<file path="config.mk">
export PLATFORM = sky130hd
export DESIGN_NAME = ata_device_flat
export DESIGN_NICKNAME = d
export VERILOG_FILES = /design/src/pkg/ata_pkg.sv /design/src/pkg/ata_if.sv /design/src/rtl/ata_device.sv /design/src/flat_wrapper.sv
export SDC_FILE = /design/constraint.sdc
export NUM_CORES = 1
export LEC_CHECK = 0
export BUFFER_PORTS_ARGS = -buffer_cell sky130_fd_sc_hd__buf_4
export CAP_MARGIN = 20
export CORE_UTILIZATION = 35
export DETAILED_ROUTE_END_ITERATION = 6
export PLACE_DENSITY = 0.59
export SYNTH_ARGS = -nofsm -noshare
export SYNTH_HDL_FRONTEND = slang
export SYNTH_SLANG_ARGS = --single-unit
</file>
<file path="constraint.sdc">
create_clock -name mclk -period 7.1 [get_ports mclk]
set_clock_uncertainty 0.2 [all_clocks]
set_input_delay 0.355 -clock mclk [delete_from_list [all_inputs] [get_ports mclk]]
set_output_delay 0.355 -clock mclk [all_outputs]
set_load 0.1 [all_outputs]
</file>
<file path="src/pkg/ata_pkg.sv">
// Purpose: Shared constants for the task-file status/control block
// Assumes: 100 MHz mclk on both ends
// Notes:   Task-file offsets are 4-bit register indices
package ata_pkg;
  // Task-file register indices
  localparam logic [3:0] TF_ERROR   = 4'h1;
  localparam logic [3:0] TF_SECCNT  = 4'h2;
  localparam logic [3:0] TF_SECNUM  = 4'h3;
  localparam logic [3:0] TF_CYLLO   = 4'h4;
  localparam logic [3:0] TF_CYLHI   = 4'h5;
  localparam logic [3:0] TF_DRVHEAD = 4'h6;
  localparam logic [3:0] TF_STATUS  = 4'h7;
  localparam logic [3:0] TF_ALTSTAT = 4'hE;
  localparam logic [3:0] TF_DRVADDR = 4'hF;
  // Status bit positions
  localparam int ST_BUSY = 7;
  localparam int ST_RDY  = 6;
  localparam int ST_FAULT = 5;
  localparam int ST_SEEK  = 4;
  localparam int ST_DRQ   = 3;
  localparam int ST_FIXED = 2;
  localparam int ST_ERR  = 0;
  // Drive control, error and drive/head fields
  localparam int DC_SRST = 2;
  localparam int DC_NIEN = 1;
  localparam logic [7:0] DC_USED_MASK = 8'h06;
  localparam logic [7:0] ERR_ABORT    = 8'h04;
  localparam logic [7:0] ERR_MASK     = 8'hD5;
  localparam logic [7:0] BUSY_ONLY    = 8'h80;
  localparam int DH_DRV = 4;
  // Timing
  localparam int CLK_PERIOD_NS = 10;
  localparam int BSY_SET_NS    = 400;
  localparam int BSY_SET_CYC   = BSY_SET_NS / CLK_PERIOD_NS;
  localparam int DRQ_OUT_US    = 700;
  localparam int DRQ_OUT_CYC   = DRQ_OUT_US * 1000 / CLK_PERIOD_NS;
  localparam int DRQ_IN_MS     = 20;
  localparam int DRQ_IN_CYC    = DRQ_IN_MS * 1000000 / CLK_PERIOD_NS;
  // Host-side Avalon word addresses and ACCESS fields
  localparam logic [1:0] HR_ACCESS = 2'h0;
  localparam logic [1:0] HR_RESULT = 2'h1;
  localparam logic [1:0] HR_LINK   = 2'h2;
  localparam int AC_ADDR_LO = 8;
  localparam int AC_WE      = 12;
  // Command acceptance classes
  typedef enum logic [1:0] {
    CL_BAD    = 2'h0,
    CL_NODATA = 2'h1,
    CL_OUT    = 2'h2,
    CL_IN     = 2'h3
  } ata_class_t;
endpackage : ata_pkg

</file>
<file path="src/pkg/ata_if.sv">
// Purpose: Task-file link between host adapter and card
// Assumes: Both ends on mclk; host holds req until ack
// Notes:   ack is a one-cycle pulse carrying rdata
`timescale 1ns/1ps
interface ata_if;
  logic       req;
  logic       we;
  logic [3:0] addr;
  logic [7:0] wdata;
  logic       ack;
  logic [7:0] rdata;
  logic       intrq;
  logic       dmarq;
  modport device (input req, input we, input addr, input wdata,
                  output ack, output rdata, output intrq, output dmarq);
  modport host (output req, output we, output addr, output wdata,
                input ack, input rdata, input intrq, input dmarq);
endinterface : ata_if

</file>
<file path="src/rtl/ata_device.sv">
// Purpose: Card end: status, drive control, drive address, command intake
// Assumes: Back end reports media state and command progress on mclk
// Notes on behaviour
// - Status read clears interrupt; shadow read does not
// - Status flags fixed order; index bit reads 0
// - Busy locks host out of command and registers
// - DMARQ only while busy or data request
// - Ready low until card accepts; seek-complete follows
// - Write fault sets the write-fault flag
// - Corrected data flagged; multi-sector read continues
// - Error flag set; cause kept in error register
// - Failing sector address left in task file
// - Drive control writable at any time
// - Soft reset held until bit cleared
// - Active-low interrupt enable, cleared on reset
// - Drive control bits 7-3 and 0 ignored
// - Write gate low during write operation
// - Drive address returns inverted head bits
// - Drive select bits low when drive active
// - Host loads parameters, then writes command
// - Host issues commands only when not busy
// - Class 1 busy within 400 ns
// - Class 2 data request within 700 us
// - Class 3 data request within 20 ms
// - Listed and unknown opcodes unsupported; classed and 1xh/7xh opcodes executed
// - Invalid or aborted command sets abort bit
// - Low drive/head bits hold head number
//
// The Avalon-MM slave port is this design's own decision.
`timescale 1ns/1ps
module ata_device #(
  parameter int DRIVE_ID    = 0,
  parameter int DRQ_OUT_LIM = ata_pkg::DRQ_OUT_CYC,
  parameter int DRQ_IN_LIM  = ata_pkg::DRQ_IN_CYC
) (
  input  wire logic        mclk,
  input  wire logic        reset,
  ata_if.device            tf,
  input  wire logic        media_ready,
  input  wire logic        write_fault_evt,
  input  wire logic        corrected_evt,
  input  wire logic        buf_ready,
  input  wire logic        op_done,
  input  wire logic        op_error,
  input  wire logic [7:0]  op_err_bits,
  input  wire logic        fail_addr_valid,
  input  wire logic [27:0] fail_addr,
  output logic             cmd_start,
  output logic [7:0]       cmd_opcode,
  output logic             data_phase,
  output logic             soft_reset,
  output logic             config_int,
  output logic [7:0]       task_count,
  output logic [7:0]       task_feature,
  output logic [7:0]       task_drvhead,
  output logic [23:0]      task_addr
);
  import ata_pkg::*;

  if (DRIVE_ID < 0 || DRIVE_ID > 1 || DRQ_OUT_LIM < 1 || DRQ_IN_LIM < 1
      || BSY_SET_CYC < 1) begin : g_bad_cfg
    $error("ata_device: unsupported parameter values");
  end

  typedef enum logic [3:0] {
    S_IDLE = 4'b0001,
    S_EXEC = 4'b0010,
    S_PREP = 4'b0100,
    S_XFER = 4'b1000
  } ata_dev_state_t;

  ata_dev_state_t state;
  ata_class_t     cls;
  logic [31:0]    timer;
  logic [7:0]     errreg;
  logic           busy, drq, err, rdy, nien, intr_pend;
  logic           write_fault_flag, corrected_data_flag;
  logic           is_out, is_dma, bad_cmd;
  logic           take, cmd_wr, ctl_wr, stat_rd, time_up;
  logic           end_ok, end_err, drq_set;
  logic           ds1_n, ds0_n;
  logic [7:0]     status;

  ///////////////////////////////////////////////////////////////////////////
  // Opcode classes
  function automatic ata_class_t classify(input logic [7:0] op);
    case (op)
      8'h00, 8'h22, 8'h23, 8'h32, 8'h33, 8'hB9, 8'hE7,
      8'hF1, 8'hF2, 8'hF3, 8'hF4, 8'hF5, 8'hF6:
        classify = CL_BAD;
      8'h30, 8'h31, 8'h38, 8'h3C, 8'h50, 8'hC5, 8'hCA, 8'hCD, 8'hE8:
        classify = CL_OUT;
      8'h20, 8'h21, 8'hC4, 8'hC8, 8'hE4, 8'hEC:
        classify = CL_IN;
      8'hE5, 8'h98, 8'h90, 8'hC0, 8'hE3, 8'h97, 8'hE1, 8'h95, 8'h91,
      8'h40, 8'h41, 8'h03, 8'hEF, 8'hC6, 8'hE6, 8'h99, 8'hE2, 8'h96,
      8'hE0, 8'h94, 8'h87:
        classify = CL_NODATA;
      default:
        classify = (op[7:4] == 4'h1 || op[7:4] == 4'h7) ? CL_NODATA : CL_BAD;
    endcase
  endfunction : classify

  assign status = {busy, rdy, write_fault_flag, rdy, drq,
                   corrected_data_flag, 1'b0, err};
  assign take    = tf.req & ~tf.ack;
  assign ctl_wr  = take & tf.we & (tf.addr == TF_ALTSTAT);
  assign stat_rd = take & ~tf.we & (tf.addr == TF_STATUS);
  // Commands while busy are dropped; the host must wait
  assign cmd_wr  = take & tf.we & (tf.addr == TF_STATUS) & ~busy
                   & ~soft_reset & (state == S_IDLE);
  assign time_up = timer >= (is_out ? 32'(DRQ_OUT_LIM - 1)
                                    : 32'(DRQ_IN_LIM - 1));
  assign drq_set = (state == S_PREP) & buf_ready & ~op_error;
  assign end_err = ((state == S_EXEC) & (bad_cmd | op_error))
                 | ((state == S_PREP) & ~buf_ready & (op_error | time_up))
                 | ((state == S_XFER) & op_error);
  assign end_ok  = ~end_err & (((state == S_EXEC) & op_done)
                 | ((state == S_XFER) & op_done));
  // Selected and active only once the card is ready
  assign ds1_n = ~(rdy & tf_drv_is(1));
  assign ds0_n = ~(rdy & tf_drv_is(0));

  function automatic logic tf_drv_is(input int id);
    tf_drv_is = (DRIVE_ID == id) && (task_drvhead[DH_DRV] == id[0]);
  endfunction : tf_drv_is

  ///////////////////////////////////////////////////////////////////////////
  // Drive control: hardware reset only clears it
  always_ff @(posedge mclk or posedge reset) begin
    if (reset) begin
      soft_reset <= 1'b0;
      nien       <= 1'b0;
    end else if (ctl_wr) begin
      soft_reset <= tf.wdata[DC_SRST];
      nien       <= tf.wdata[DC_NIEN];
    end
  end

  // Ready follows the back end a cycle late, low from the cycle after soft reset rises
  always_ff @(posedge mclk or posedge reset) begin
    if (reset) rdy <= 1'b0;
    else rdy <= media_ready & ~soft_reset;
  end

  ///////////////////////////////////////////////////////////////////////////
  // Command sequencer
  always_ff @(posedge mclk or posedge reset) begin
    if (reset) begin
      state <= S_IDLE;
      busy  <= 1'b0;
      drq   <= 1'b0;
      timer <= 32'h0000_0000;
    end else if (soft_reset) begin
      state <= S_IDLE;
      busy  <= 1'b1;
      drq   <= 1'b0;
      timer <= 32'h0000_0000;
    end else begin
      case (state)
        S_IDLE: begin
          busy  <= cmd_wr;
          timer <= 32'h0000_0000;
          if (cmd_wr) begin
            state <= (cls == CL_OUT || cls == CL_IN) ? S_PREP : S_EXEC;
          end
        end
        S_EXEC: begin
          if (end_err | end_ok) begin
            state <= S_IDLE;
            busy  <= 1'b0;
          end
        end
        S_PREP: begin
          timer <= timer + 32'h0000_0001;
          // Data request rises and busy drops on one edge
          if (drq_set) begin
            state <= S_XFER;
            drq   <= 1'b1;
            busy  <= 1'b0;
          end else if (end_err) begin
            state <= S_IDLE;
            busy  <= 1'b0;
          end
        end
        S_XFER: begin
          // Corrected errors do not end the transfer
          if (end_err | end_ok) begin
            state <= S_IDLE;
            drq   <= 1'b0;
          end
        end
        default: begin
          state <= S_IDLE;
          busy  <= 1'b0;
          drq   <= 1'b0;
        end
      endcase
    end
  end

  always_ff @(posedge mclk or posedge reset) begin
    if (reset) begin
      is_out     <= 1'b0;
      is_dma     <= 1'b0;
      bad_cmd    <= 1'b0;
      cmd_start  <= 1'b0;
      cmd_opcode <= 8'h00;
    end else begin
      cmd_start <= cmd_wr & (cls != CL_BAD);
      if (cmd_wr) begin
        is_out     <= (cls == CL_OUT);
        is_dma     <= (tf.wdata == 8'hC8) || (tf.wdata == 8'hCA);
        bad_cmd    <= (cls == CL_BAD);
        cmd_opcode <= tf.wdata;
      end
    end
  end

  assign cls = classify(tf.wdata);

  ///////////////////////////////////////////////////////////////////////////
  // Status flags; a set in the clearing cycle wins
  always_ff @(posedge mclk or posedge reset) begin
    if (reset) begin
      write_fault_flag    <= 1'b0;
      corrected_data_flag <= 1'b0;
      err                 <= 1'b0;
      errreg              <= 8'h00;
    end else if (soft_reset) begin
      write_fault_flag    <= 1'b0;
      corrected_data_flag <= 1'b0;
      err                 <= 1'b0;
      errreg              <= 8'h00;
    end else begin
      if (cmd_wr) begin
        write_fault_flag    <= write_fault_evt;
        corrected_data_flag <= corrected_evt;
        err                 <= 1'b0;
      end else begin
        write_fault_flag    <= write_fault_flag
                               | write_fault_evt;
        corrected_data_flag <= corrected_data_flag
                               | corrected_evt;
        err                 <= err | end_err;
      end
      if (cmd_wr) errreg <= 8'h00;
      else if (end_err) begin
        // Invalid opcode or timeout reports abort
        errreg <= op_error ? (op_err_bits & ERR_MASK) : ERR_ABORT;
      end
    end
  end

  // Completion and data phase raise the request
  always_ff @(posedge mclk or posedge reset) begin
    if (reset) intr_pend <= 1'b0;
    else if (soft_reset) intr_pend <= 1'b0;
    else if (end_ok | end_err | drq_set) intr_pend <= 1'b1;
    else if (stat_rd) intr_pend <= 1'b0;
  end

  // Interrupt gated by the active-low enable
  always_ff @(posedge mclk or posedge reset) begin
    if (reset) begin
      tf.intrq   <= 1'b0;
      config_int <= 1'b0;
    end else begin
      tf.intrq   <= intr_pend & ~nien;
      config_int <= intr_pend & ~nien;
    end
  end

  // Falls with drq on the same edge
  always_ff @(posedge mclk or posedge reset) begin
    if (reset) tf.dmarq <= 1'b0;
    else tf.dmarq <= is_dma & (state == S_XFER) & ~soft_reset
                     & ~end_ok & ~end_err;
  end

  always_ff @(posedge mclk or posedge reset) begin
    if (reset) data_phase <= 1'b0;
    else data_phase <= drq_set | (drq & ~end_ok & ~end_err & ~soft_reset);
  end

  ///////////////////////////////////////////////////////////////////////////
  // Command block registers, locked while busy
  always_ff @(posedge mclk or posedge reset) begin
    if (reset) begin
      task_feature <= 8'h00;
      task_count   <= 8'h00;
      task_addr    <= 24'h00_0000;
      task_drvhead <= 8'h00;
    end else if (end_err & op_error & fail_addr_valid) begin
      task_addr         <= fail_addr[23:0];
      task_drvhead[3:0] <= fail_addr[27:24];
    end else if (take & tf.we & ~busy) begin
      case (tf.addr)
        TF_ERROR:   task_feature     <= tf.wdata;
        TF_SECCNT:  task_count       <= tf.wdata;
        TF_SECNUM:  task_addr[7:0]   <= tf.wdata;
        TF_CYLLO:   task_addr[15:8]  <= tf.wdata;
        TF_CYLHI:   task_addr[23:16] <= tf.wdata;
        TF_DRVHEAD: task_drvhead     <= tf.wdata;
        default:    task_feature     <= task_feature;
      endcase
    end
  end

  ///////////////////////////////////////////////////////////////////////////
  // Register reads, answered one cycle after the request
  always_ff @(posedge mclk or posedge reset) begin
    if (reset) begin
      tf.ack   <= 1'b0;
      tf.rdata <= 8'h00;
    end else begin
      tf.ack <= take;
      if (take & ~tf.we) begin
        case (tf.addr)
          TF_ERROR:   tf.rdata <= errreg;
          TF_SECCNT:  tf.rdata <= task_count;
          TF_SECNUM:  tf.rdata <= task_addr[7:0];
          TF_CYLLO:   tf.rdata <= task_addr[15:8];
          TF_CYLHI:   tf.rdata <= task_addr[23:16];
          TF_DRVHEAD: tf.rdata <= task_drvhead;
          // Same bits for both; only offset 7 clears
          TF_STATUS, TF_ALTSTAT: tf.rdata <= status;
          TF_DRVADDR: tf.rdata <= {1'b0,
                                   ~(is_out & (state == S_PREP
                                     || state == S_XFER)),
                                   ~task_drvhead[3:0],
                                   ds1_n, ds0_n};
          default:    tf.rdata <= 8'h00;
        endcase
      end
    end
  end
endmodule : ata_device

</file>
<file path="src/flat_wrapper.sv">
// flat-port wrapper written by rule: the top's interface ports become plain ports
module ata_device_flat import ata_pkg::*;
#(
  parameter int DRIVE_ID    = 0,
  parameter int DRQ_OUT_LIM = ata_pkg::DRQ_OUT_CYC,
  parameter int DRQ_IN_LIM  = ata_pkg::DRQ_IN_CYC
)
  (mclk, reset, media_ready, write_fault_evt, corrected_evt, buf_ready, op_done, op_error, op_err_bits, fail_addr_valid, fail_addr, cmd_start, cmd_opcode, data_phase, soft_reset, config_int, task_count, task_feature, task_drvhead, task_addr, tf_req, tf_we, tf_addr, tf_wdata, tf_ack, tf_rdata, tf_intrq, tf_dmarq);
  ata_if tf_i ();
  input  wire logic mclk;
  input  wire logic reset;
  input  wire logic media_ready;
  input  wire logic write_fault_evt;
  input  wire logic corrected_evt;
  input  wire logic buf_ready;
  input  wire logic op_done;
  input  wire logic op_error;
  input  wire logic [7:0] op_err_bits;
  input  wire logic fail_addr_valid;
  input  wire logic [27:0] fail_addr;
  output logic cmd_start;
  output logic [7:0] cmd_opcode;
  output logic data_phase;
  output logic soft_reset;
  output logic config_int;
  output logic [7:0] task_count;
  output logic [7:0] task_feature;
  output logic [7:0] task_drvhead;
  output logic [23:0] task_addr;
  input wire logic [$bits(tf_i.req)-1:0] tf_req;
  input wire logic [$bits(tf_i.we)-1:0] tf_we;
  input wire logic [$bits(tf_i.addr)-1:0] tf_addr;
  input wire logic [$bits(tf_i.wdata)-1:0] tf_wdata;
  output wire logic [$bits(tf_i.ack)-1:0] tf_ack;
  output wire logic [$bits(tf_i.rdata)-1:0] tf_rdata;
  output wire logic [$bits(tf_i.intrq)-1:0] tf_intrq;
  output wire logic [$bits(tf_i.dmarq)-1:0] tf_dmarq;
  assign tf_i.req = tf_req;
  assign tf_i.we = tf_we;
  assign tf_i.addr = tf_addr;
  assign tf_i.wdata = tf_wdata;
  assign tf_ack = tf_i.ack;
  assign tf_rdata = tf_i.rdata;
  assign tf_intrq = tf_i.intrq;
  assign tf_dmarq = tf_i.dmarq;
  ata_device #(.DRIVE_ID(DRIVE_ID), .DRQ_OUT_LIM(DRQ_OUT_LIM), .DRQ_IN_LIM(DRQ_IN_LIM)) u_core (.mclk(mclk), .reset(reset), .tf(tf_i), .media_ready(media_ready), .write_fault_evt(write_fault_evt), .corrected_evt(corrected_evt), .buf_ready(buf_ready), .op_done(op_done), .op_error(op_error), .op_err_bits(op_err_bits), .fail_addr_valid(fail_addr_valid), .fail_addr(fail_addr), .cmd_start(cmd_start), .cmd_opcode(cmd_opcode), .data_phase(data_phase), .soft_reset(soft_reset), .config_int(config_int), .task_count(task_count), .task_feature(task_feature), .task_drvhead(task_drvhead), .task_addr(task_addr));
endmodule
</file>
# Word level (Yosys, flattened, before mapping)
# Cells that the tools add are included.
[word_totals]
regBits = 125
latch_bits = 0
mem_bits_rw = 0
rom_bits = 0
input_bits = 59
output_inout_bits = 71
word_cells = 236
n_memories = 0
[classes]
n_addsub = 1
n_mul = 0
div_mod_pow = 0
n_lt_le_gt_ge = 1
n_eq_ne = 73
shift = 0
n_mux = 42
bitwise_logic = 58
reduce_logical = 32
[ops]
columns = ["cell", "n"]
rows = [
  ["$eq A8 B8 Y1 const B", 34],
  ["$eq A8 B6 Y1 const B", 10],
  ["$pmux W32 S2", 1],
  ["$pmux W8 S8", 1],
  ["$mux W8", 7],
  ["$mux W24", 2],
  ["$and A1 B1 Y1", 33],
  ["$add A32 B1 Y32 const B", 1],
  ["$ge A32 B32 Y1", 1],
  ["$mux W32", 1],
  ["$mux W4", 8],
  ["$eq A4 B3 Y1 const B", 6],
  ["$eq A8 B7 Y1 const B", 3],
  ["$mux W21", 1],
  ["$reduce_or A21 Y1", 1],
  ["$reduce_and A3 Y1", 6],
  ["$mux W1", 16],
  ["$not A1 Y1", 13],
  ["$reduce_or A13 Y1", 1],
  ["$eq A4 B1 Y1 const B", 3],
  ["$eq A4 B2 Y1 const B", 3],
  ["$eq A4 B4 Y1 const B", 3],
  ["$ne A3 B1 Y1 const B", 4],
  ["$pmux W4 S3", 1],
  ["20 further kinds", 47],
]

# Depth between registers and ports, before layout
# Gate-level depths: netlist of run 1.
[depth]
ltp_word = 13
ltp_mapped = 10
depth_no_buf = 8

# Least setup slack after synthesis of run 1
# Ideal clock, no wire load.
[synth_timing]
path_type = "flip-flop to flip-flop"
from = "register u_core.tf.ack"
to = "register u_core.errreg[2]"
t_arrival_ns = 2.485
t_required_ns = 6.768
setup_slack_ns = 4.283
stages_incl_launch_ff = 8
synth_period_minus_slack_ns = 2.817
cell_sequence = "dfrtp_1 -> nand2b_4 -> nor3b_1 -> nand3b_1 -> nor4_2 -> or2_2 -> clkbuf_1 -> a311oi_1"
[synth_via]
elab_chain_cells = 9
word_cells_on_any_way = 10
classes_between = "2 x mux; 7 x bitwise; 1 x reduce/logical"
[synth_lines]
columns = ["item", "line_no", "text"]
rows = [
  ["start: declaration", "ata_if.sv:15", "output ack, output rdata, output intrq, output dmarq);"],
  ["start signal: assignment", "ata_device.sv:317", "tf.ack <= take;"],
  ["$not A1 Y1 *", "ata_device.sv:106", "assign take = tf.req & ~tf.ack;"],
  ["$and A1 B1 Y1 *", "ata_device.sv:106", ""],
  ["$and A1 B1 Y1 * (3 in a row)", "ata_device.sv:110", "assign cmd_wr = take & tf.we & (tf.addr == TF_STATUS) & ~busy"],
  ["$and A1 B1 Y1 * (2 in a row)", "ata_device.sv:111", "& ~soft_reset & (state == S_IDLE);"],
  ["$mux W8", "ata_device.sv:247", "if (cmd_wr) errreg <= 8'h00;"],
  ["$mux W8", "ata_device.sv:230", "end else if (soft_reset) begin"],
  ["end signal: assignment", "ata_device.sv:250", "errreg <= op_error ? (op_err_bits & ERR_MASK) : ERR_ABORT;"],
  ["end: declaration", "ata_device.sv:75", "logic [7:0] errreg;"],
]
# Every way passes the cells marked *; elsewhere a longest branch is shown, timed or not.
# A chain may end at the register's enable or synchronous reset.

# Final worst setup path of run 1
[layout_timing]
from = "register u_core.is_out"
to = "register u_core.task_addr[19]"
[layout_via]
elab_chain_cells = 10
word_cells_on_any_way = 12
classes_between = "1 x order compare; 2 x mux; 6 x bitwise; 3 x reduce/logical"
[layout_lines]
columns = ["item", "line_no", "text"]
rows = [
  ["start: declaration", "ata_device.sv:78", "logic is_out, is_dma, bad_cmd;"],
  ["start signal: assignment", "ata_device.sv:212", "is_out <= (cls == CL_OUT);"],
  ["$mux W21 *", "ata_device.sv:112", "assign time_up = timer >= (is_out ? 32'(DRQ_OUT_LIM - 1)"],
  ["$ge A32 B32 Y1 *", "ata_device.sv:112", ""],
  ["$or A1 B1 Y1 *", "ata_device.sv:116", "| ((state == S_PREP) & ~buf_ready & (op_error | time_up))"],
  ["$and A1 B1 Y1 *", "ata_device.sv:116", ""],
  ["$or A1 B1 Y1 *", "ata_device.sv:116", ""],
  ["$or A1 B1 Y1 *", "ata_device.sv:117", "| ((state == S_XFER) & op_error);"],
  ["$and A1 B1 Y1 * (2 in a row)", "ata_device.sv:294", "end else if (end_err & op_error & fail_addr_valid) begin"],
  ["$reduce_bool A2 Y1 (no line)", "n/a", ""],
  ["$reduce_and A2 Y1 (no line)", "n/a", ""],
  ["end signal: assignment", "ata_device.sv:295", "task_addr <= fail_addr[23:0];"],
  ["end signal: assignment", "ata_device.sv:303", "TF_CYLHI: task_addr[23:16] <= tf.wdata;"],
  ["end: declaration", "ata_device.sv:56", "output logic [23:0] task_addr"],
]
# Marks and branches as above.

==> metrics.txt, run 1 <==
outcome=finished clean; Syn-to-layout area delta=28.3%; actual slew at the worst max-slew pin=around 1000 ps; largest family of logic cells by synthesized area=simple AND/OR/NAND/NOR gates; worst stage delay on the critical path=840 ps; RSZ-0062 raised after global routing=no; PortBufs=126; routed vias/inst=5.53; crit path cell chain=inv_1 > ha_1 > nand3_1 > a2111o_1 > a32oi_4 > buf_4 > and2_1 > o21ai_0; placed cells=1108; num rows=51; fmax=264 MHz; HP Start=op_err_bits[4]; Finished Layout Cells=between 1000 and 1500; Adder-Cell Fraction of Synth Area=approximately 2%; vias in the first global route=around 6100; Overflow after GRT=0; Leakage=4.05 nW; CTS resizes=0; Worst setup SP type=flip-flop; antenna violations before repair=0; Hold Violations, Final=0; Iter 0 DRT Violations=438; placed wire-length estimate=14500 um; ANT nets after route=0; Mapped Cells=772; PD cells=~280 mW/mm^2; # IOs=130; clock root buffer=clkbuf_16; Slew Limit Fails=0; clock net sink count=122; total wire length after detailed routing=21600 um; max_cap viols=0; crit path DAT=3840 ps; Placer Congestion=~0.85; Die Span Y=143 um; pin count of the biggest net entering global routing=74; multiplexer area fraction after synthesis=slightly below 8%; post-synthesis simple-gate area fraction=21.2%; post-route clock period utilization=53.4%; Worst Path Required=~7000 ps; Period minus WS final=approximately 3800 ps; compound-gate portion of the synthesized area=19.3%; Bufs on Longest Clock Path=2; sequential share of the synthesized area=44.2%; DIE AREA=between 0.02 and 0.025 sq mm; fin nets=966; # DRC=0; cts hold-fix bufs=33; final worst slack=3310 ps; syn_nets=around 840; H-tree Lvls=4; Post-synth ARST share=100%; share of cells above drive strength 1=roughly 22%; Worst-path clk slew=60 ps; Reg2Reg Setup Slack=between 3000 and 4000 ps; Place WS=~3300 ps; Tot Pwr=roughly 0.0025 W; Post-CTS Setup Inserts=0; clock buffer count from CTS=17; first-pass GRT wire length=33600 um; family with the most delay on the worst path=simple AND/OR/NAND/NOR gates; VDD IR max=0.159 mV; CTS tree=done; Initial Utilization=35.6%; synth warn=0; EDFF count, synth=0; Crit. Startpoint=u_core.is_out$_DFFE_PP0P_; worst min path class=in2reg; Worst R2R Start=u_core.is_out$_DFFE_PP0P_; WL/cell=18.4 um; Seq cells post-synth=122; critical path buffer and inverter count=2; Cell variety after synth=67; Slew HR=approximately a third; TritonRoute pass-1 iters=5; Core Area=slightly below 0.02 sq mm; CP max-delay cell=and2_1; synthesized cell area=about 0.0069 sq mm; setup tns final=0 ps; GRT Total Usage=between 20% and 30%; worst-path fanout max=47; via count=about 6500; Skew-Pair Late Insertion Delay=420 ps; Mean Syn Cell Area=8.95 sq um; post-synthesis xor/xnor area fraction=1.01%; final setup violating endpoints=0; Main synth FF type=dfrtp_1; Die Width=143 um; CP Capture Type=flip-flop; Crit Path Category=reg2reg; Antenna Cells=0
==> state kept, by name, summed over array words and instances (netlist names), 4 cells and up <==
register             flops
u_core.state             4
u_core.task_feature      8
u_core.errreg            5
u_core.task_drvhead      8
u_core.timer            32
u_core.task_addr        24
u_core.tf.rdata          8
u_core.task_count        8
u_core.cmd_opcode        8
==> cells in the mapped netlist, drive strengths merged, types with 6 or more instances <==
library cell  number  area share, %
dfrtp            121             44
o21ai            107            7.7
nand2             72            3.9
nor2              63            3.4
nand3             53            3.9
a21oi             42            3.3
clkbuf            39            2.1
mux2i             28            4.1
mux2              23            3.7
buf               20            1.8
nand4             16            1.4
nor2b             16            1.4
a31oi             14            1.3
and3              14            1.3
nand2b            12            1.2
ha                11            2.0
a22oi              9           0.98
inv                9           0.49
and2               8           0.72
nor4               8           0.81
o31ai              8           0.87
nor3b              6           0.65
==> layout make-up <==
type	count	area, sq um
Fill cell	1886	10500
Multi-Input combinational cell	581	3570
Sequential cell	122	3050
Timing Repair Buffer	164	1310
Clock buffer	19	433
Tap cell	265	332
Clock inverter	13	129
Inverter	10	40.0
==> worst min-delay path, cell delays in order <==
cell,delay [ps]
buf_4,110
nand3_1,70
a21oi_1,60
==> placed cells by master, fill, tap and decap left out, types with 8 or more instances in the layout <==
master         instances
a22oi_1                9
and3_1                14
mux2_2                23
o31ai_1                8
nor2b_1               16
nand3_1               52
a21oi_1               40
nand2_1               72
dlygate4sd3_1         33
nand4_1               16
mux2i_1               28
nand2b_1              11
and2_1                 8
inv_1                  8
ha_1                  11
dfrtp_1              121
a31oi_1               14
nor2_1                62
o21ai_0              106
clkbuf_16             17
buf_4                131
==> power by group <==
| part | internal, W | total [W] | switching, W |
|---|---|---|---|
| registers | 0.000771 | 0.000852 | 0.0000804 |
| logic | 0.000190 | 0.000829 | 0.000639 |
| clock network | 0.000512 | 0.000834 | 0.000323 |
==> final timing paths <==
path / cells past startpoint / end
worst min-delay path: 3 / u_core.errreg[4]$_DFFE_PP0P_
worst max register to register: 8 / u_core.task_addr[19]$_DFFE_PP0P_
min in group asynchronous: 3 / u_core.timer[17]$_DFFE_PP0P_
worst min register to register: 1 / u_core.tf.intrq$_DFF_PP0_
worst max-delay path: 8 / u_core.task_addr[19]$_DFFE_PP0P_
max in group asynchronous: 4 / u_core.task_addr[22]$_DFFE_PP0P_
==> per-stage QoR <==
stage	instance area, sq um	hold slack, ps	utilization [%]
after floorplan	6910	198	-
after global placement	7970	208	41.1
after detailed placement	7970	212	41.1
after CTS	8860	4.19	45.7
after global routing	8870	7.93	45.7
final	8870	16.0	45.7
==> layer usage <==
layer  wire [um]  vias up  track usage (%)
met3        1080       42             4.04
met5           0        -                0
met2        9900      191             33.3
met4         596        0             8.72
li1            -     3063                -
met1       10000     3195             30.2
==> logic make-up (layout without fill, tap and decap cells) <==
family                   after synthesis  after routing
buffers and inverters                 69            206
XOR/XNOR                               8              8
multiplexers                          51             51
flip-flops                           122            122
AO/OA/AOI/OAI                        222            222
AND/OR/NAND/NOR                      289            289
adder cells (fa/ha/maj)               11             11
(Power assumes the default switching activity.)
==> inputs of run 2 (changes only) <==
==> constraint.sdc (replaced) <==
create_clock -name mclk -period 3.6 [get_ports mclk]
set_clock_uncertainty 0.2 [all_clocks]
set_input_delay 0.18 -clock mclk [delete_from_list [all_inputs] [get_ports mclk]]
set_output_delay 0.18 -clock mclk [all_outputs]
set_load 0.1 [all_outputs]
==> metrics.txt, run 2 (synthesis results as in run 1) <==
outcome=finished clean (unchanged); Slew Limit Fails=0 (unchanged); CTS tree=done (unchanged); Initial Utilization=35.6% (unchanged); worst hold slack=26.1 ps (was 16.0 ps); max_cap viols=0 (unchanged); total wire length after detailed routing=22100 um (was 21600 um); crit path DAT=3490 ps (was 3840 ps); worst-path fanout max=25 (was 47); final setup violating endpoints=0 (unchanged); # DRC=0 (unchanged); DIE AREA=0.0203 sq mm (unchanged); Multi-input gate area=0.00357 sq mm (about the same); commonest non-fill, non-tap cells in the layout=136 x buf_4, 120 x dfrtp_1, 106 x o21ai_0 (was 131 x buf_4, 121 x dfrtp_1, 106 x o21ai_0); Slew HR=47.9% (was 32.1%); Skew-Pair Late Insertion Delay=430 ps (was 420 ps); Flop pwr share=31.9% (was 33.9%); crit path cell chain=inv_1 > ha_1 > nand3_1 > a2111o_1 > a32oi_4 > and2_1 > buf_6 > o21ai_0 > dlygate4sd3_1 (was inv_1 > ha_1 > nand3_1 > a2111o_1 > a32oi_4 > buf_4 > and2_1 > o21ai_0); Finished Layout Cells=1205 (was 1174); worst min path class=in2reg (unchanged); reg2reg path depth=9 (was 8); Comb pwr share=31.5% (was 33.0%); clock net sink count=122 (unchanged); Core Area=0.0194 sq mm (unchanged); post-route clock period utilization=94.1% (was 53.4%); worst stage delay on the critical path=560 ps (was 840 ps); Placer Congestion=0.880 (was 0.855); pin count of the biggest net entering global routing=74 (unchanged); DP Area=0.00804 sq mm (was 0.00797 sq mm); Crit Path Category=reg2reg (unchanged); clock buffer count from CTS=17 (unchanged); Die Span Y=143 um (unchanged); Crit. Startpoint=u_core.is_out$_DFFE_PP0P_ (unchanged); max reg flops=32 (unchanged); fmax=295 MHz (was 264 MHz); via count=6638 (was 6491); VDD IR max=0.307 mV (was 0.159 mV); num rows=51 (unchanged); Worst Path Required=3700 ps (was 7150 ps); Die Width=143 um (unchanged); Syn-to-layout area delta=34.1% (was 28.3%); Period minus WS final=3390 ps (was 3790 ps); ANT nets after route=0 (unchanged); Post-CTS Setup Inserts=0 (unchanged); placed wire-length estimate=14800 um (was 14500 um); reported net switching power=0.00207 W (was 0.00104 W); Leakage=4.24 nW (was 4.05 nW); WL/cell=18.4 um (about the same); Bufs on Longest Clock Path=2 (unchanged); actual slew at the worst max-slew pin=775 ps (was 1020 ps); Reg2Reg Setup Slack=210 ps (was 3310 ps); PortBufs=126 (unchanged); share of cells above drive strength 1=22.2% (was 22.4%); Worst-path clk slew=60 ps (about the same); H-tree Lvls=4 (unchanged); RSZ-0062 raised after global routing=no (unchanged); first-pass GRT wire length=34800 um (was 33600 um); commonest non-fill, non-tap cell in the layout=buf_4 (unchanged); Antenna Cells=0 (unchanged); register area=0.00306 sq mm (was 0.00305 sq mm); Finished Core Util=47.8% (was 45.7%); GRT Total Usage=22.4% (was 21.8%); PD cells=570 mW/mm^2 (was 284 mW/mm^2); Overflow after GRT=0 (unchanged); fill cell count=1892 (was 1886); Worst R2R Start=u_core.is_out$_DFFE_PP0P_ (unchanged); Worst setup SP type=flip-flop (unchanged); fin nets=997 (was 966); routed vias/inst=5.51 (was 5.53); vias in the first global route=6270 (was 6065); biggest registers after layout=u_core.timer (32), u_core.task_addr (24) (unchanged); placed cells=1116 (was 1108); clock root buffer=clkbuf_16 (unchanged); Top reg by flops=u_core.timer (unchanged); design area=0.00927 sq mm (was 0.00887 sq mm); CP Capture Type=flip-flop (unchanged); Critical R2R Capture=u_core.task_addr[2]$_DFFE_PP0P_ (was u_core.task_addr[19]$_DFFE_PP0P_); CP max-delay cell=dlygate4sd3_1 (was and2_1); sw frac=39.1% (was 41.4%); antenna violations before repair=0 (unchanged); Iter 0 DRT Violations=615 (was 438); CP endpoint=u_core.task_addr[2]$_DFFE_PP0P_ (was u_core.task_addr[19]$_DFFE_PP0P_); TritonRoute pass-1 iters=5 (unchanged); # IOs=130 (unchanged); Hold Violations, Final=0 (unchanged); setup tns final=0 ps (unchanged); clock share of power=36.6% (was 33.2%); Internal Power=0.00322 W (was 0.00147 W)
## run 2: cell types whose count changed in the layout (fill, tap and decap cells not counted), moves of 2 or more
cell           before  now
clkbuf_1            2    4
buf_4             131  136
clkbuf_8            0    4
clkinvlp_4          4    1
clkinv_2            6    2
bufinv_16           2    5
dlygate4sd3_1      33   57
## run 2: final cells by class
class	instances	area share, %
multi-input combinational	581	38.5
tap	265	3.58
clock inverter	7	1.73
sequential	122	33.0
timing repair buffer	195	17.5
inverter	10	0.445
clock buffer	25	5.34
## run 2: how the worst min path moves through the flow
stage                     slack, ps       from  cells after the start                           end
after floorplan                 100     tf_req                      2       u_core.tf.ack$_DFF_PP0_
after global placement           80      reset                      2  u_core.timer[29]$_DFFE_PP0P_
after detailed placement         80      reset                      2  u_core.timer[29]$_DFFE_PP0P_
after CTS                        20  buf_ready                      4   u_core.state[2]$_DFFE_PP0P_
after global routing             60  buf_ready                      4   u_core.state[2]$_DFFE_PP0P_
final                            30  buf_ready                      4   u_core.state[2]$_DFFE_PP0P_
## run 2: power by group through the flow
| stage | clock [W] | combinational (W) | sequential (W) |
|---|---|---|---|
| 2_1_floorplan | 0 | 0.000339 | 0.00255 |
| 3_3_place_gp | 0 | 0.00160 | 0.00170 |
| 3_5_place_dp | 0 | 0.00161 | 0.00171 |
| 4_1_cts | 0.00196 | 0.00166 | 0.00168 |
| 5_1_grt | 0.00202 | 0.00174 | 0.00170 |
| 6_report | 0.00194 | 0.00167 | 0.00169 |
## run 2: routing by layer
layer / global-route usage (%) / part of all wire [%]
met5: 0 / 0
met4: 7.53 / 1.9
met3: 4.68 / 5.2
met2: 33.8 / 46
met1: 31.7 / 47
## run 2: critical path, delay by kind of cell (launching register included)
family / cells / cell delay [ps]
buffers and inverters: 3 / 950
DFF: 1 / 500
adders and majority gates: 1 / 310
AOI/OAI and AO/OA: 3 / 870
and+or+nand+nor: 2 / 420
## run 2: metrics by stage
| stage | total power, W | setup slack (ps) |
|---|---|---|
| after global routing | 0.00547 | 61.0 |
| after CTS | 0.00530 | 28.5 |
| after floorplan | 0.00289 | 783 |
| after detailed placement | 0.00331 | 580 |
| after global placement | 0.00330 | 596 |
| final | 0.00529 | 212 |
## run 2: what timing repair did
action,in CTS,in global routing
resized for setup,0,2
hold buffers,57,0
hold endpoints to repair,80,0
setup endpoints to repair,0,4
==> inputs of run 3 (changes only) <==
--- a/config.mk
+++ b/config.mk
@@ -5,7 +5,7 @@
 export SDC_FILE = /design/constraint.sdc
 export NUM_CORES = 1
 export LEC_CHECK = 0
-export BUFFER_PORTS_ARGS = -buffer_cell sky130_fd_sc_hd__buf_4
+export BUFFER_PORTS_ARGS = -buffer_cell sky130_fd_sc_hd__buf_2
 export CAP_MARGIN = 20
 export CORE_UTILIZATION = 35
 export DETAILED_ROUTE_END_ITERATION = 6
==> metrics.txt, run 3 (synthesis results as in run 1) <==
reported net switching power=0.00206 W (was 0.00207 W); GRT Total Usage=22.0% (was 22.4%); clock share of power=34.2% (was 36.6%); WL/cell=18.1 um (was 18.4 um); # IOs=130 (unchanged); Slew Limit Fails=0 (unchanged); Die Width=143 um (unchanged); Initial Utilization=35.6% (unchanged); Post-CTS Setup Inserts=0 (unchanged); register area=0.00306 sq mm (unchanged); # DRC=0 (unchanged); num rows=51 (unchanged); DIE AREA=0.0203 sq mm (unchanged); biggest registers after layout=u_core.timer (32), u_core.task_addr (24) (unchanged); setup tns final=0 ps (unchanged); Syn-to-layout area delta=27.9% (was 34.1%); sw frac=41.7% (was 39.1%); Crit Path Category=reg2reg (unchanged); fmax=292 MHz (was 295 MHz); ANT nets after route=0 (unchanged); final worst slack=171 ps (was 212 ps); commonest non-fill, non-tap cell in the layout=buf_2 (was buf_4); clock buffer count from CTS=17 (unchanged); Iter 0 DRT Violations=572 (was 615); CP Capture Type=flip-flop (unchanged); Overflow after GRT=0 (unchanged); Comb pwr share=31.7% (was 31.5%); Worst-path clk slew=60 ps (about the same); max reg flops=32 (unchanged); Bufs on Longest Clock Path=2 (unchanged); routed vias/inst=5.51 (about the same); RSZ-0062 raised after global routing=no (unchanged); Internal Power=0.00287 W (was 0.00322 W); via count=6631 (was 6638); Core Area=0.0194 sq mm (unchanged); Placer Congestion=0.859 (was 0.880); Leakage=4.11 nW (was 4.24 nW); TritonRoute pass-1 iters=7 (was 5); Die Span Y=143 um (unchanged); clock net sink count=122 (unchanged); clock root buffer=clkbuf_16 (unchanged); share of cells above drive strength 1=22.7% (was 22.2%); Place WS=547 ps (was 580 ps); PD cells=557 mW/mm^2 (was 570 mW/mm^2); first-pass GRT wire length=34000 um (was 34800 um); total wire length after detailed routing=21800 um (was 22100 um); Period minus WS final=3430 ps (was 3390 ps); fill cell count=1920 (was 1892); max_cap viols=0 (unchanged); Top reg by flops=u_core.timer (unchanged); crit path DAT=3530 ps (was 3490 ps); antenna violations before repair=1 (was 0); Slew HR=51.9% (was 47.9%); placed wire-length estimate=14600 um (was 14800 um); vias in the first global route=6139 (was 6270); CTS tree=done (unchanged); H-tree Lvls=4 (unchanged); PortBufs=126 (unchanged); final setup violating endpoints=0 (unchanged); Worst Path Required=3700 ps (about the same); fin nets=994 (was 997); Reg2Reg Setup Slack=170 ps (was 210 ps); actual slew at the worst max-slew pin=715 ps (was 775 ps); worst-path fanout max=25 (unchanged); Hold Violations, Final=0 (unchanged); Multi-input gate area=0.00357 sq mm (unchanged); post-route clock period utilization=95.2% (was 94.1%); commonest non-fill, non-tap cells in the layout=126 x buf_2, 120 x dfrtp_1, 106 x o21ai_0 (was 136 x buf_4, 120 x dfrtp_1, 106 x o21ai_0); pin count of the biggest net entering global routing=54 (was 74); outcome=finished clean (unchanged); Skew-Pair Late Insertion Delay=420 ps (was 430 ps); VDD IR max=0.305 mV (was 0.307 mV); worst min path class=in2reg (unchanged); Flop pwr share=34.1% (was 31.9%); Worst setup SP type=flip-flop (unchanged); Tot Pwr=0.00493 W (was 0.00529 W); Finished Core Util=45.6% (was 47.8%)
==> run 3: final timing paths <==
check / startpoint / depth (start not counted) / endpoint
min in group asynchronous: reset / 4 / u_core.timer[22]$_DFFE_PP0P_
min reg2reg: u_core.nien$_DFFE_PP0P_ / 1 / u_core.tf.intrq$_DFF_PP0_
max in group asynchronous: reset / 5 / u_core.tf.rdata[2]$_DFFE_PP0P_
max reg2reg: u_core.timer[0]$_DFFE_PP0P_ / 9 / u_core.task_addr[5]$_DFFE_PP0P_
max: u_core.timer[0]$_DFFE_PP0P_ / 9 / u_core.task_addr[5]$_DFFE_PP0P_
min: buf_ready / 4 / u_core.state[2]$_DFFE_PP0P_
==> run 3: layout make-up <==
type | instances | share of cell area, %
multi-input combinational | 581 | 40.3
sequential | 122 | 34.6
timing repair buffer | 192 | 14.3
clock buffer | 20 | 5.17
tap | 265 | 3.75
clock inverter | 12 | 1.40
inverter | 10 | 0.467
antenna | 1 | 0.0283
==> run 3: worst max-delay path: stages, from the launching register on <==
cell,delay [ps]
dfrtp_1,380
ha_1,190
and3_1,280
nand3_1,150
a2111o_1,500
a32oi_4,340
and2_1,320
buf_6,250
o21ai_0,120
dlygate4sd3_1,570
==> run 3: metal layers <==
layer / up-vias / GRT usage, % / part of all wire [%]
li1: 3109 / - / -
met5: - / 0 / 0
met1: 3241 / 30.9 / 46
met3: 40 / 4.68 / 6.5
met2: 241 / 33.4 / 45
met4: 0 / 7.75 / 2.4
==> run 3: repair_timing <==
item                       in CTS  in global routing
hold buffers                   53                  0
setup endpoints to repair       0                  2
hold endpoints to repair      167                  0
gates resized for setup         0                  2
==> run 3: through the flow <==
step                      hold WS [ps]  area [sq um]  instances
after detailed placement          -125          7720       1117
final                             37.3          8840       1203
after floorplan                    102          6920        772
after global placement            -127          7720       1117
after global routing              46.6          8840       1203
after CTS                         30.1          8830       1202
==> run 3: power by group through the flow <==
stage / Sequential [W] / Clock, W / Combinational [W]
floorplan: 0.00255 / 0 / 0.000339
global placement: 0.00169 / 0 / 0.00151
detailed placement: 0.00170 / 0 / 0.00151
CTS: 0.00168 / 0.00171 / 0.00156
global route: 0.00170 / 0.00178 / 0.00164
finish: 0.00168 / 0.00168 / 0.00156
